===== config.mk =====
export PLATFORM = sky130hd
export DESIGN_NAME = sdrc_ctrl
export DESIGN_NICKNAME = d
export VERILOG_FILES = /design/src/shared/sdrc_pkg.sv /design/src/shared/sdrc_tmr_if.sv /design/src/rtl/sdrc_ctrl.sv /design/src/rtl/sdrc_refresh_timer.sv
export SDC_FILE = /design/constraint.sdc
export NUM_CORES = 1
export LEC_CHECK = 0
export BUFFER_PORTS_ARGS = -buffer_cell sky130_fd_sc_hd__clkbuf_2
export CAP_MARGIN = 20
export CORE_MARGIN = 3
export CORE_UTILIZATION = 45
export CTS_BUF_LIST = sky130_fd_sc_hd__clkbuf_4 sky130_fd_sc_hd__clkbuf_8
export DETAILED_ROUTE_END_ITERATION = 7
export SYNTH_ARGS = -nofsm -noshare
export SYNTH_HDL_FRONTEND = slang
export SYNTH_SLANG_ARGS = --single-unit

===== constraint.sdc =====
create_clock -name clk_sys -period 3.33 [get_ports clk_sys]
set_input_delay 0.8325 -clock clk_sys [delete_from_list [all_inputs] [get_ports clk_sys]]
set_output_delay 0.8325 -clock clk_sys [all_outputs]
set_load 0.1 [all_outputs]

===== src/shared/sdrc_pkg.sv =====
// Shared constants and types for the SDRAM access and refresh controller.
// Assumes a single 125 MHz system clock and an APB register port.
package sdrc_pkg;
  // --------------------------------------------------------------------
  // Widths
  // --------------------------------------------------------------------
  localparam int CNT_W = 16;
  localparam int ROW_W = 13;
  localparam int COL_W = 10;
  localparam int ADDR_W = 13;
  localparam int LOCK_W = 4;
  localparam int DIV_W = 14;
  localparam int SEL_W = 3;
  localparam int FLD_W = 3;
  localparam int MODE_X_W = 12;
  localparam int PADDR_W = 16;

  // --------------------------------------------------------------------
  // Register map and fields
  // --------------------------------------------------------------------
  localparam logic [15:0] ADDR_CTRL = 16'h0000;
  localparam logic [15:0] ADDR_TCSR = 16'h0004;
  localparam logic [15:0] ADDR_CNT = 16'h0008;
  localparam logic [15:0] ADDR_CONST = 16'h000c;
  localparam logic [15:0] ADDR_STAT = 16'h0010;
  localparam logic [3:0] MODE_REGION = 4'ha;
  localparam int CTL_REF_EN = 0;
  localparam int CTL_REF_MODE = 1;
  localparam int CTL_MSEL = 2;
  localparam int CTL_TRC_LSB = 4;
  localparam int CTL_TRAS_LSB = 8;
  localparam logic [31:0] CTRL_MASK = 32'h0000_0777;
  localparam int TCS_MATCH = 7;
  localparam int STAT_REFP = 8;
  localparam int STAT_MODEP = 9;
  localparam int STAT_CKE = 10;

  // --------------------------------------------------------------------
  // Timing in cycles
  // --------------------------------------------------------------------
  localparam logic [LOCK_W-1:0] T_RCD_CYC = 4'h1;
  localparam logic [LOCK_W-1:0] T_PC_CYC = 4'h2;
  localparam logic [LOCK_W-1:0] T_ACK_GAP = 4'h1;
  localparam int PD_STOP_CYC = 2;

  // --------------------------------------------------------------------
  // Commands as {cs_n, ras_n, cas_n, we_n}, and states
  // --------------------------------------------------------------------
  localparam logic [3:0] CMD_NOP = 4'h7;
  localparam logic [3:0] CMD_MRS = 4'h0;
  localparam logic [3:0] CMD_ACT = 4'h3;
  localparam logic [3:0] CMD_READ = 4'h5;
  localparam logic [3:0] CMD_WRITE = 4'h4;
  localparam logic [3:0] CMD_PRE = 4'h2;
  localparam logic [3:0] CMD_REF = 4'h1;
  localparam int A10_BIT = 10;

  typedef enum logic [6:0] {
    ST_IDLE = 7'h01,
    ST_ACT = 7'h02,
    ST_RW = 7'h04,
    ST_REF = 7'h08,
    ST_SELFIN = 7'h10,
    ST_SELF = 7'h20,
    ST_PDOWN = 7'h40
  } sdrc_state_type;
endpackage


===== src/shared/sdrc_tmr_if.sv =====
// Link between the controller and its refresh timer.
// Assumes both ends run on clk_sys.
`timescale 1ns/100ps
interface sdrc_tmr_if;
  import sdrc_pkg::*;
  logic [SEL_W-1:0] clkSel;
  logic cntWr;
  logic [CNT_W-1:0] cntWrData;
  logic [CNT_W-1:0] constVal;
  logic [CNT_W-1:0] cntVal;
  logic match;
  modport ctl (output clkSel, cntWr, cntWrData, constVal, input cntVal, match);
  modport tmr (input clkSel, cntWr, cntWrData, constVal, output cntVal, match);
endinterface


===== src/rtl/sdrc_ctrl.sv =====
// SDRAM access and refresh controller with APB registers.
// Assumes a memory requester that holds its request until memAck.
`timescale 1ns/100ps
module sdrc_ctrl #(
  parameter int PD_STOP = sdrc_pkg::PD_STOP_CYC
) (
  input wire logic clk_sys,
  input wire logic rst,
  input wire logic [sdrc_pkg::PADDR_W-1:0] paddr,
  input wire logic psel,
  input wire logic penable,
  input wire logic pwrite,
  input wire logic [31:0] pwdata,
  input wire logic [3:0] pstrb,
  output logic [31:0] prdata,
  output logic pready,
  output logic pslverr,
  input wire logic sleepMode,
  input wire logic memReq,
  input wire logic memWrite,
  input wire logic [1:0] memBank,
  input wire logic [sdrc_pkg::ROW_W-1:0] memRow,
  input wire logic [sdrc_pkg::COL_W-1:0] memCol,
  output logic memAck,
  output logic sdCke,
  output logic sdCsN,
  output logic sdRasN,
  output logic sdCasN,
  output logic sdWeN,
  output logic [1:0] sdBa,
  output logic [sdrc_pkg::ADDR_W-1:0] sdAddr,
  output logic [1:0] memClkOutEn
);
  import sdrc_pkg::*;

  if (PD_STOP < 2 || PD_STOP > 14)
    $error("PD_STOP must lie between 2 and 14");

  typedef struct packed {
    sdrc_state_type st;
    logic [3:0] openV;
    logic [3:0][ROW_W-1:0] openRow;
    logic [LOCK_W-1:0] lock;
    logic [LOCK_W-1:0] cnt;
    logic refPend;
    logic modePend;
    logic [MODE_X_W-1:0] modeAddr;
    logic [31:0] ctrl;
    logic [SEL_W-1:0] clkSel;
    logic matchFlag;
    logic [CNT_W-1:0] constR;
    logic cntWr;
    logic [CNT_W-1:0] cntWrData;
    logic pready;
    logic pslverr;
    logic [31:0] prdata;
    logic cke;
    logic [3:0] cmd;
    logic [1:0] ba;
    logic [ADDR_W-1:0] addr;
    logic [1:0] clkOn;
    logic pair;
    logic memAck;
  } sdrc_ctl_state_type;

  sdrc_ctl_state_type r;
  sdrc_ctl_state_type n;
  sdrc_tmr_if tmrIf ();

  logic access, isMode, byteOk, wrNow, lock0, idleGo;
  logic refEn, refMode, selfWant, refWant, hit;
  logic goSelf, goRef, goMode, goAcc, goHit, goMiss, isRwCmd;
  logic [FLD_W-1:0] trc, tras;
  logic [1:0] b;

  // ----------------------------------------------------------------------
  // Refresh timer
  // ----------------------------------------------------------------------
  sdrc_refresh_timer i_sdrc_refresh_timer (
    .clk_sys(clk_sys),
    .rst(rst),
    .tmr(tmrIf.tmr)
  );

  assign tmrIf.clkSel = r.clkSel;
  assign tmrIf.cntWr = r.cntWr;
  assign tmrIf.cntWrData = r.cntWrData;
  assign tmrIf.constVal = r.constR;

  // ----------------------------------------------------------------------
  // Decisions
  // ----------------------------------------------------------------------
  // Bus decode and control fields
  assign access = psel && penable;
  assign isMode = paddr[PADDR_W-1 -: 4] == MODE_REGION;
  assign byteOk = $onehot(pstrb);
  assign wrNow = access && r.pready && pwrite && !r.pslverr;
  assign refEn = r.ctrl[CTL_REF_EN];
  assign refMode = r.ctrl[CTL_REF_MODE];
  assign trc = r.ctrl[CTL_TRC_LSB +: FLD_W];
  assign tras = r.ctrl[CTL_TRAS_LSB +: FLD_W];
  assign b = memBank;

  // Priority: self-refresh, auto-refresh, mode set, then bus access
  assign selfWant = refEn && (refMode || sleepMode);
  assign refWant = r.refPend && refEn && !refMode;
  assign lock0 = r.lock == '0;
  assign idleGo = r.st == ST_IDLE && lock0;
  assign hit = r.openV[b] && (r.openRow[b] == memRow);
  assign goSelf = idleGo && selfWant;
  assign goRef = idleGo && !selfWant && refWant;
  assign goMode = idleGo && !selfWant && !refWant && r.modePend;
  assign goAcc = idleGo && !selfWant && !refWant && !r.modePend && memReq;
  assign goHit = goAcc && hit;
  assign goMiss = goAcc && !hit && r.openV[b];
  assign isRwCmd = r.cmd == CMD_READ || r.cmd == CMD_WRITE;

  // ----------------------------------------------------------------------
  // Next state
  // ----------------------------------------------------------------------
  always_comb
  begin
    n = r;
    n.cmd = CMD_NOP;
    n.memAck = 1'b0;
    n.cntWr = 1'b0;
    n.pready = 1'b0;
    if (!lock0)
      n.lock = r.lock - LOCK_W'(1);

    // APB answer one cycle into the access phase; region waits if busy
    if (access && !r.pready && !(isMode && r.modePend))
    begin
      n.pready = 1'b1;
      n.pslverr = 1'b0;
      n.prdata = '0;
      if (isMode)
        n.pslverr = !(pwrite && byteOk);
      else
        case (paddr)
          ADDR_CTRL: n.prdata = r.ctrl;
          ADDR_TCSR:
          begin
            n.prdata[TCS_MATCH] = r.matchFlag;
            n.prdata[SEL_W-1:0] = r.clkSel;
          end
          ADDR_CNT: n.prdata[CNT_W-1:0] = tmrIf.cntVal;
          ADDR_CONST: n.prdata[CNT_W-1:0] = r.constR;
          ADDR_STAT:
          begin
            n.prdata[6:0] = r.st;
            n.prdata[STAT_REFP] = r.refPend;
            n.prdata[STAT_MODEP] = r.modePend;
            n.prdata[STAT_CKE] = r.cke;
          end
          default: n.pslverr = 1'b1;
        endcase
    end

    // Writes land at the edge where the master sees pready
    if (wrNow)
    begin
      if (isMode)
      begin
        n.modeAddr = paddr[MODE_X_W-1:0];
        n.modePend = 1'b1;
      end
      else
        case (paddr)
          ADDR_CTRL: n.ctrl = pwdata & CTRL_MASK;
          ADDR_TCSR:
          begin
            n.clkSel = pwdata[SEL_W-1:0];
            if (pwdata[TCS_MATCH])
              n.matchFlag = 1'b0;
          end
          ADDR_CNT:
          begin
            n.cntWr = 1'b1;
            n.cntWrData = pwdata[CNT_W-1:0];
          end
          ADDR_CONST: n.constR = pwdata[CNT_W-1:0];
          default: ;
        endcase
    end

    // A match sets over any clear; one pending request at most
    if (tmrIf.match)
    begin
      n.matchFlag = 1'b1;
      n.refPend = 1'b1;
    end

    unique case (r.st)
      ST_IDLE:
      begin
        n.cke = 1'b1;
        if (goSelf || goRef)
        begin
          n.cmd = CMD_PRE;
          n.addr = ADDR_W'(1) << A10_BIT;
          n.openV = '0;
          n.lock = T_PC_CYC;
          n.st = goSelf ? ST_SELFIN : ST_REF;
        end
        else if (goMode)
        begin
          n.modePend = 1'b0;
          n.lock = T_PC_CYC;
          if (r.ctrl[CTL_MSEL])
          begin
            n.cmd = CMD_MRS;
            n.addr = ADDR_W'(r.modeAddr);
          end
          else
          begin
            n.cmd = CMD_PRE;
            n.addr = ADDR_W'(1) << A10_BIT;
            n.openV = '0;
          end
        end
        else if (goHit)
          n.st = ST_RW;
        else if (goMiss)
        begin
          n.cmd = CMD_PRE;
          n.ba = b;
          n.addr = '0;
          n.openV[b] = 1'b0;
          n.lock = T_PC_CYC;
          n.st = ST_ACT;
        end
        else if (goAcc)
          n.st = ST_ACT;
        else if (lock0)
        begin
          n.cke = 1'b0;
          n.cnt = '0;
          n.st = ST_PDOWN;
        end
      end
      ST_ACT:
        if (lock0)
        begin
          n.cmd = CMD_ACT;
          n.ba = b;
          n.addr = memRow;
          n.openV[b] = 1'b1;
          n.openRow[b] = memRow;
          n.lock = T_RCD_CYC;
          n.st = ST_RW;
        end
      ST_RW:
        if (lock0)
        begin
          n.cmd = memWrite ? CMD_WRITE : CMD_READ;
          n.ba = b;
          n.addr = ADDR_W'(memCol);
          n.memAck = 1'b1;
          n.pair = b[1];
          n.lock = T_ACK_GAP;
          n.st = ST_IDLE;
        end
      ST_REF:
        if (lock0)
        begin
          n.cmd = CMD_REF;
          n.cke = 1'b1;
          n.refPend = tmrIf.match;
          n.lock = LOCK_W'(trc);
          n.st = ST_IDLE;
        end
      ST_SELFIN:
        if (lock0)
        begin
          n.cmd = CMD_REF;
          n.cke = 1'b0;
          n.cnt = '0;
          n.refPend = tmrIf.match;
          n.st = ST_SELF;
        end
      ST_SELF:
      begin
        n.cke = 1'b0;
        if (r.cnt != '1)
          n.cnt = r.cnt + LOCK_W'(1);
        if (!selfWant && r.cnt >= LOCK_W'(tras))
        begin
          n.cke = 1'b1;
          n.lock = LOCK_W'(trc);
          n.st = ST_IDLE;
        end
      end
      ST_PDOWN:
      begin
        n.cke = 1'b0;
        if (r.cnt != '1)
          n.cnt = r.cnt + LOCK_W'(1);
        if (memReq || refWant || selfWant || r.modePend)
        begin
          n.cke = 1'b1;
          n.clkOn = 2'b11;
          n.st = ST_IDLE;
        end
        else if (r.cnt >= LOCK_W'(PD_STOP))
          n.clkOn[~r.pair] = 1'b0;
      end
    endcase
  end

  // ----------------------------------------------------------------------
  // State register
  // ----------------------------------------------------------------------
  always_ff @(posedge clk_sys)
  begin
    if (rst)
    begin
      r <= '0;
      r.st <= ST_IDLE;
      r.cmd <= CMD_NOP;
      r.cke <= 1'b1;
      r.clkOn <= 2'b11;
    end
    else
      r <= n;
  end

  // Pins straight from flip-flops
  assign prdata = r.prdata;
  assign pready = r.pready;
  assign pslverr = r.pslverr;
  assign memAck = r.memAck;
  assign sdCke = r.cke;
  assign {sdCsN, sdRasN, sdCasN, sdWeN} = r.cmd;
  assign sdBa = r.ba;
  assign sdAddr = r.addr;
  assign memClkOutEn = r.clkOn;
endmodule


===== src/rtl/sdrc_refresh_timer.sv =====
// Refresh timer: prescaler, up counter and constant compare.
// Assumes settings come from flip-flops in the controller.
`timescale 1ns/100ps
module sdrc_refresh_timer (
  input wire logic clk_sys,
  input wire logic rst,
  sdrc_tmr_if.tmr tmr
);
  import sdrc_pkg::*;

  typedef struct packed {
    logic [DIV_W-1:0] div;
    logic [CNT_W-1:0] cnt;
    logic match;
  } sdrc_tmr_state_type;

  sdrc_tmr_state_type r;
  sdrc_tmr_state_type n;
  logic [DIV_W-1:0] mask;

  // Divide by four to the power of the select code, code 0 stops the counter; runs in sleep too
  always_comb
  begin
    n = r;
    n.match = 1'b0;
    n.div = r.div + DIV_W'(1);
    mask = (DIV_W'(1) << {tmr.clkSel, 1'b0}) - DIV_W'(1);
    if (tmr.cntWr)
      n.cnt = tmr.cntWrData;
    else if (tmr.clkSel != '0)
    begin
      if (r.cnt == tmr.constVal)
      begin
        n.match = 1'b1;
        n.cnt = '0;
      end
      else if ((r.div & mask) == mask)
        n.cnt = r.cnt + CNT_W'(1);
    end
  end

  // State register
  always_ff @(posedge clk_sys)
  begin
    if (rst)
      r <= '0;
    else
      r <= n;
  end

  assign tmr.cntVal = r.cnt;
  assign tmr.match = r.match;
endmodule


### Yosys cells after proc, flatten, opt, wreduce, memory -nomap -nowiden

Index checks and enable logic that the tools add are counted.

| operators by class | value |
|---|---|
| add/subtract/negate cells | 8 |
| magnitude comparators | 6 |
| eq/ne operators | 38 |
| shift operators | 1 |
| multiplexer cells | 103 |
| bitwise logic cells | 11 |
| reductions and logical operators | 75 |

Operators with widths:

| operator | number |
|---|---|
| 82-bit two-way mux | 1 |
| 16-bit two-way mux | 5 |
| 4-bit two-way mux | 20 |
| 67-bit two-way mux | 1 |
| 13-bit two-way mux | 5 |
| 7-bit two-way mux | 9 |
| 52-bit bitwise mux | 1 |
| 17-bit two-way mux | 3 |
| 48-bit two-way mux | 1 |
| 15-bit case mux with 3 select lines | 1 |
| 7-bit case mux with 6 select lines | 1 |
| 4-bit case mux with 5 select lines | 2 |
| 18-bit two-way mux | 2 |
| 34-bit two-way mux | 1 |
| 16-bit by 4-bit == test with 1-bit output (second input constant) | 2 |
| 13-bit binary-select mux with 2-bit select | 1 |
| 13-bit demux with 2-bit select | 1 |
| 1-bit logical AND | 26 |
| 2-bit inequality test (second input constant) | 13 |
| 1-bit two-way mux | 22 |
| 11-bit two-way mux | 2 |
| 20-bit two-way mux | 1 |
| 5-bit two-way mux | 4 |
| 16-bit by 1-bit adder with 16-bit output (second input constant) | 1 |
| other kinds (70) | 116 |

| word-level totals | value |
|---|---|
| register bits | 220 |
| bits of input ports | 85 |
| word-level logic and storage cells | 272 |

### Depth between registers and ports, before layout

| logic depth | value |
|---|---|
| depth in word-level cells | 14 |
| mapped depth | 13 |

### Modules after synthesis

From an unflattened synthesis, not the netlist that was laid out.

| unflattened totals | value |
|---|---|
| cell total of the unflattened synthesis | 1200 |
| area, all modules | 10550.1 µm² |

By module, submodules not included:

| module | times used | cells an instance | area each (µm²) |
|---|---|---|---|
| sdrc_ctrl | 1 | 929 | 8284.2 |
| sdrc_refresh_timer | 1 | 271 | 2265.9 |

### Least setup slack after synthesis

No wires, ideal clock.

| timing | value |
|---|---|
| path type | reg2reg |
| start | register r (netlist bit tmrIf.clkSel[0]) |
| end | register i_sdrc_refresh_timer.r (netlist bit i_sdrc_refresh_timer.tmr.cntVal[13]) |
| library setup time | 0.061 ns |
| arrival | 2.897 ns |
| required time | 3.269 ns |
| setup slack | 0.372 ns |
| cell stages (with the launch flop) | 13 |
| buffers on the path | 3 |
| clock period less this slack | 2.958 ns |
| path through | dfxtp_1 clkbuf_1 nor3_2 inv_1 ha_1 clkbuf_1 and3_1 a2111oi_0 nand3_1 or3_1 buf_2 o31a_1 nand2_1 |

| between the ends | value |
|---|---|
| cells in the longest elaborated chain, start to end | 6 |

RTL lines:

| what | RTL line | RTL |
|---|---|---|
| from (decl) | sdrc_ctrl.sv:66 | `sdrc_ctl_state_type r;` |
| from (signal assigned) | sdrc_ctrl.sv:325 | `r <= n;` |
| 1-bit by 4-bit << shifter with 14-bit output | sdrc_refresh_timer.sv:27 | `mask = (DIV_W'(1) << {tmr.clkSel, 1'b0}) - DIV_W'(1);` |
| 14-bit by 2-bit subtractor with 14-bit output | sdrc_refresh_timer.sv:27 |  |
| 14-bit AND | sdrc_refresh_timer.sv:37 | `else if ((r.div & mask) == mask)` |
| 14-bit == test | sdrc_refresh_timer.sv:37 |  |
| 3-bit nonzero test (no line) | - |  |
| 2-bit AND reduction (no line) * | - |  |
| to (signal assigned) | sdrc_refresh_timer.sv:48 | `r <= n;` |
| to (decl) | sdrc_refresh_timer.sv:17 | `sdrc_tmr_state_type r;` |

Every way passes the cells marked *; elsewhere a longest branch is shown, timed or not.
A chain may end at the register's enable or synchronous reset.

### Worst setup path in the final report

| timing | value |
|---|---|
| start | register r (netlist bit tmrIf.clkSel[1]) |
| end | register i_sdrc_refresh_timer.r (netlist bit i_sdrc_refresh_timer.tmr.cntVal[2]) |

Same word-level chain as after synthesis.

==> flow_metrics.tcl <==
set metrics [dict create \
    grt_busiest_layer "met2" \
    clkPwrFrac 0.393 \
    crit_arrival_ns 3.43 \
    syn2layout_area_growth_pct 13.7 \
    irDropWorstVdd_mv 0.326 \
    drv_slew 0 \
    row_count 55 \
    maxCapViolCount 0 \
    final_util 0.523 \
    dpl.hpwl_microns 20100 \
    switching_share 0.317 \
    ctsHoldBuffers 0 \
    cp-startpoint "tmrIf.clkSel[1]" \
    async_reset_ff_frac 0 \
    ios 142 \
    p_per_area_nw_per_um2 525 \
    ff2ff_path_depth 8 \
    drcViolationCount 0 \
    num_antenna_cells 0 \
    endpoint "i_sdrc_refresh_timer.tmr.cntVal[2]" \
    detail-route-antenna-nets 0 \
    synth_cells 1197 \
    ys_types 77 \
    synth-edff-count 0 \
    drive_gt1_frac 0.207 \
    syn_avg_cell_area_sq_um 8.73 \
    cts.repair.resized 0 \
    dp_worst_setup_slack_ns -0.0658 \
    antenna_found_initial 0 \
    rr_startpoint "tmrIf.clkSel[1]" \
    post_cts_buffers 0 \
    wl_per_cell_microns 17.5 \
    fp.coreArea_sq_um 22700 \
    grt_pass1_vias 8263 \
    first_iter_violations 726 \
    criticalPathCategory "reg2reg" \
    reg2reg_to "i_sdrc_refresh_timer.tmr.cntVal[2]" \
    dominantRegCellSynth "dfxtp_1" \
    power.leakage_nw 4.66 \
    cts_buffer_depth 3 \
    die_h_microns 158 \
    synth_top_area_cell "dfxtp_1" \
    final_common_cell "dfxtp_1" \
    cts_tree "built" \
    insertion_delay_ns 0.53 \
    dr.pass1.iters 6 \
    layout_min_cycle_time_ns 3.02 \
    cts_num_sinks 203 \
    grt-ovfl-total 0 \
    holdWs_ns 0.452 \
    seqPwrFrac 0.413 \
    fp.dieArea_sq_um 25100 \
    status "finished clean" \
    setup_viol 0 \
    numPortBuffers 108 \
    regToRegSetupSlack_ns 0.31 \
    ys_seq_elements 203 \
    track_usage 0.219 \
    fin_setup_tns_ns 0 \
    comb_power_share 0.195 \
    htreeDepth 2 \
    nets 1383 \
    end_kind "flip-flop" \
    final.setup_skew_ns 0.0194 \
    numCtsBuffers 37 \
    hold_depth 2 \
    grtUsageMet1 0.320 \
    start_kind "flip-flop" \
    fp.dieW_microns 158 \
    met3_usage 0.0438 \
    fin_ws_ns 0.315 \
    cp.required_ns 3.75 \
    synth.cell_area_sq_um 10500 \
    maxSlewHeadroom 0.336 \
    switchingPower_mw 1.98 \
    global_route.usage.met2 0.329 \
    start_util 0.460 \
    grt_pass1_wl_microns 44400 \
    fill_cells 2189 \
    worst_slew_pin_slew_ns 0.996 \
    final_hold_viol_count 0 \
    fmaxAchievable_mhz 332 \
    period_share 0.905 \
    min_path_type "reg2reg" \
    ys_top_cells_by_area "dfxtp_1, mux2i_1, nor2_1" \
    rsz0062_at_grt "false" \
    viasPerCell 5.59 \
    cts-root-buf "clkbuf_8" \
    ys_seq_area_frac 0.389 \
    ys_warn_count 0 \
    synth.top_cell.area_share 0.389 \
    critPathMaxFanout 12 \
    routed_wl_microns 27900 \
    gp_routability_congestion 0.857 \
    final_cell_mix "dfxtp_1, nor2_1, nand2_1" \
    power.internal_mw 4.26 \
    clkTransAtPathRegs_ns 0.06 \
    num_vias 8914 \
    grt_max_degree 89 \
]
-- power by group through the flow --
| stage | clock network [mW] | registers, mW | logic, mW |
|---|---|---|---|
| final | 2.45 | 2.58 | 1.21 |
| after global placement | 0 | 2.63 | 1.20 |
| after detailed placement | 0 | 2.63 | 1.21 |
| after CTS | 2.51 | 2.58 | 1.21 |
| after floorplan | 0 | 2.76 | 0.800 |
| after global routing | 2.64 | 2.59 | 1.32 |
-- metal layers --
metal | vias up | share of wire
met5 | - | 0
met4 | 0 | 0.022
met3 | 44 | 0.061
met2 | 250 | 0.43
met1 | 4206 | 0.48
li1 | 4414 | -
-- layout make-up --
class                   count  area, sq um  area share
well taps                 285          357      0.0300
repair buffers            159          967      0.0814
clock inverters             8         50.0     0.00421
multi-input cells         852         5590       0.471
inverters                  31          116     0.00980
flip-flops and latches    203         4060       0.342
clock buffers              58          729      0.0614
-- cell usage after synthesis (all sizes together), types with 16 or more instances --
cell type,number
a21oi,85
a222oi,16
and3,16
buf,67
clkbuf,57
dfxtp,203
inv,31
mux2i,68
nand2,123
nand2b,16
nand3,52
nand4,17
nor2,142
nor3,22
o21ai,35
xnor2,36
-- per-stage QoR --
| step | instance area [sq um] | std cells | total power [mW] |
|---|---|---|---|
| 2_1_floorplan | 10500 | 1213 | 3.56 |
| 3_3_place_gp | 11100 | 1529 | 3.82 |
| 3_5_place_dp | 11100 | 1530 | 3.84 |
| 4_1_cts | 11900 | 1596 | 6.30 |
| 5_1_grt | 11900 | 1596 | 6.55 |
| 6_report | 11900 | 1596 | 6.24 |
-- worst min path at each step --
stage	start	to	slack, ns
after floorplan	r[137]	r[137]	0.43
after global placement	tmrIf.cntWrData[0]	tmrIf.cntWrData[0]	0.44
after detailed placement	r[137]	r[137]	0.45
after CTS	r[137]	r[137]	0.46
after global routing	tmrIf.cntWrData[7]	tmrIf.cntWrData[7]	0.47
final	r[137]	r[137]	0.45
-- critical path, cell delays in order (launching register included) --
cell and delay [ns]:
dfxtp_1 0.38, nor3_2 0.20, inv_1 0.11, ha_1 0.30, and3_1 0.17, a2111oi_0 0.44
nand3_1 0.29, or3_1 0.63, o311ai_0 0.36
-- cell families after synthesis --
family,synth area share
other,0.000359
adder cells (fa/ha/maj),0.0175
AO/OA/AOI/OAI,0.163
flip-flops,0.389
buffers and inverters,0.0830
XOR/XNOR,0.0392
AND/OR/NAND/NOR,0.200
multiplexers,0.109
Power figures use the tool's default switching activity.
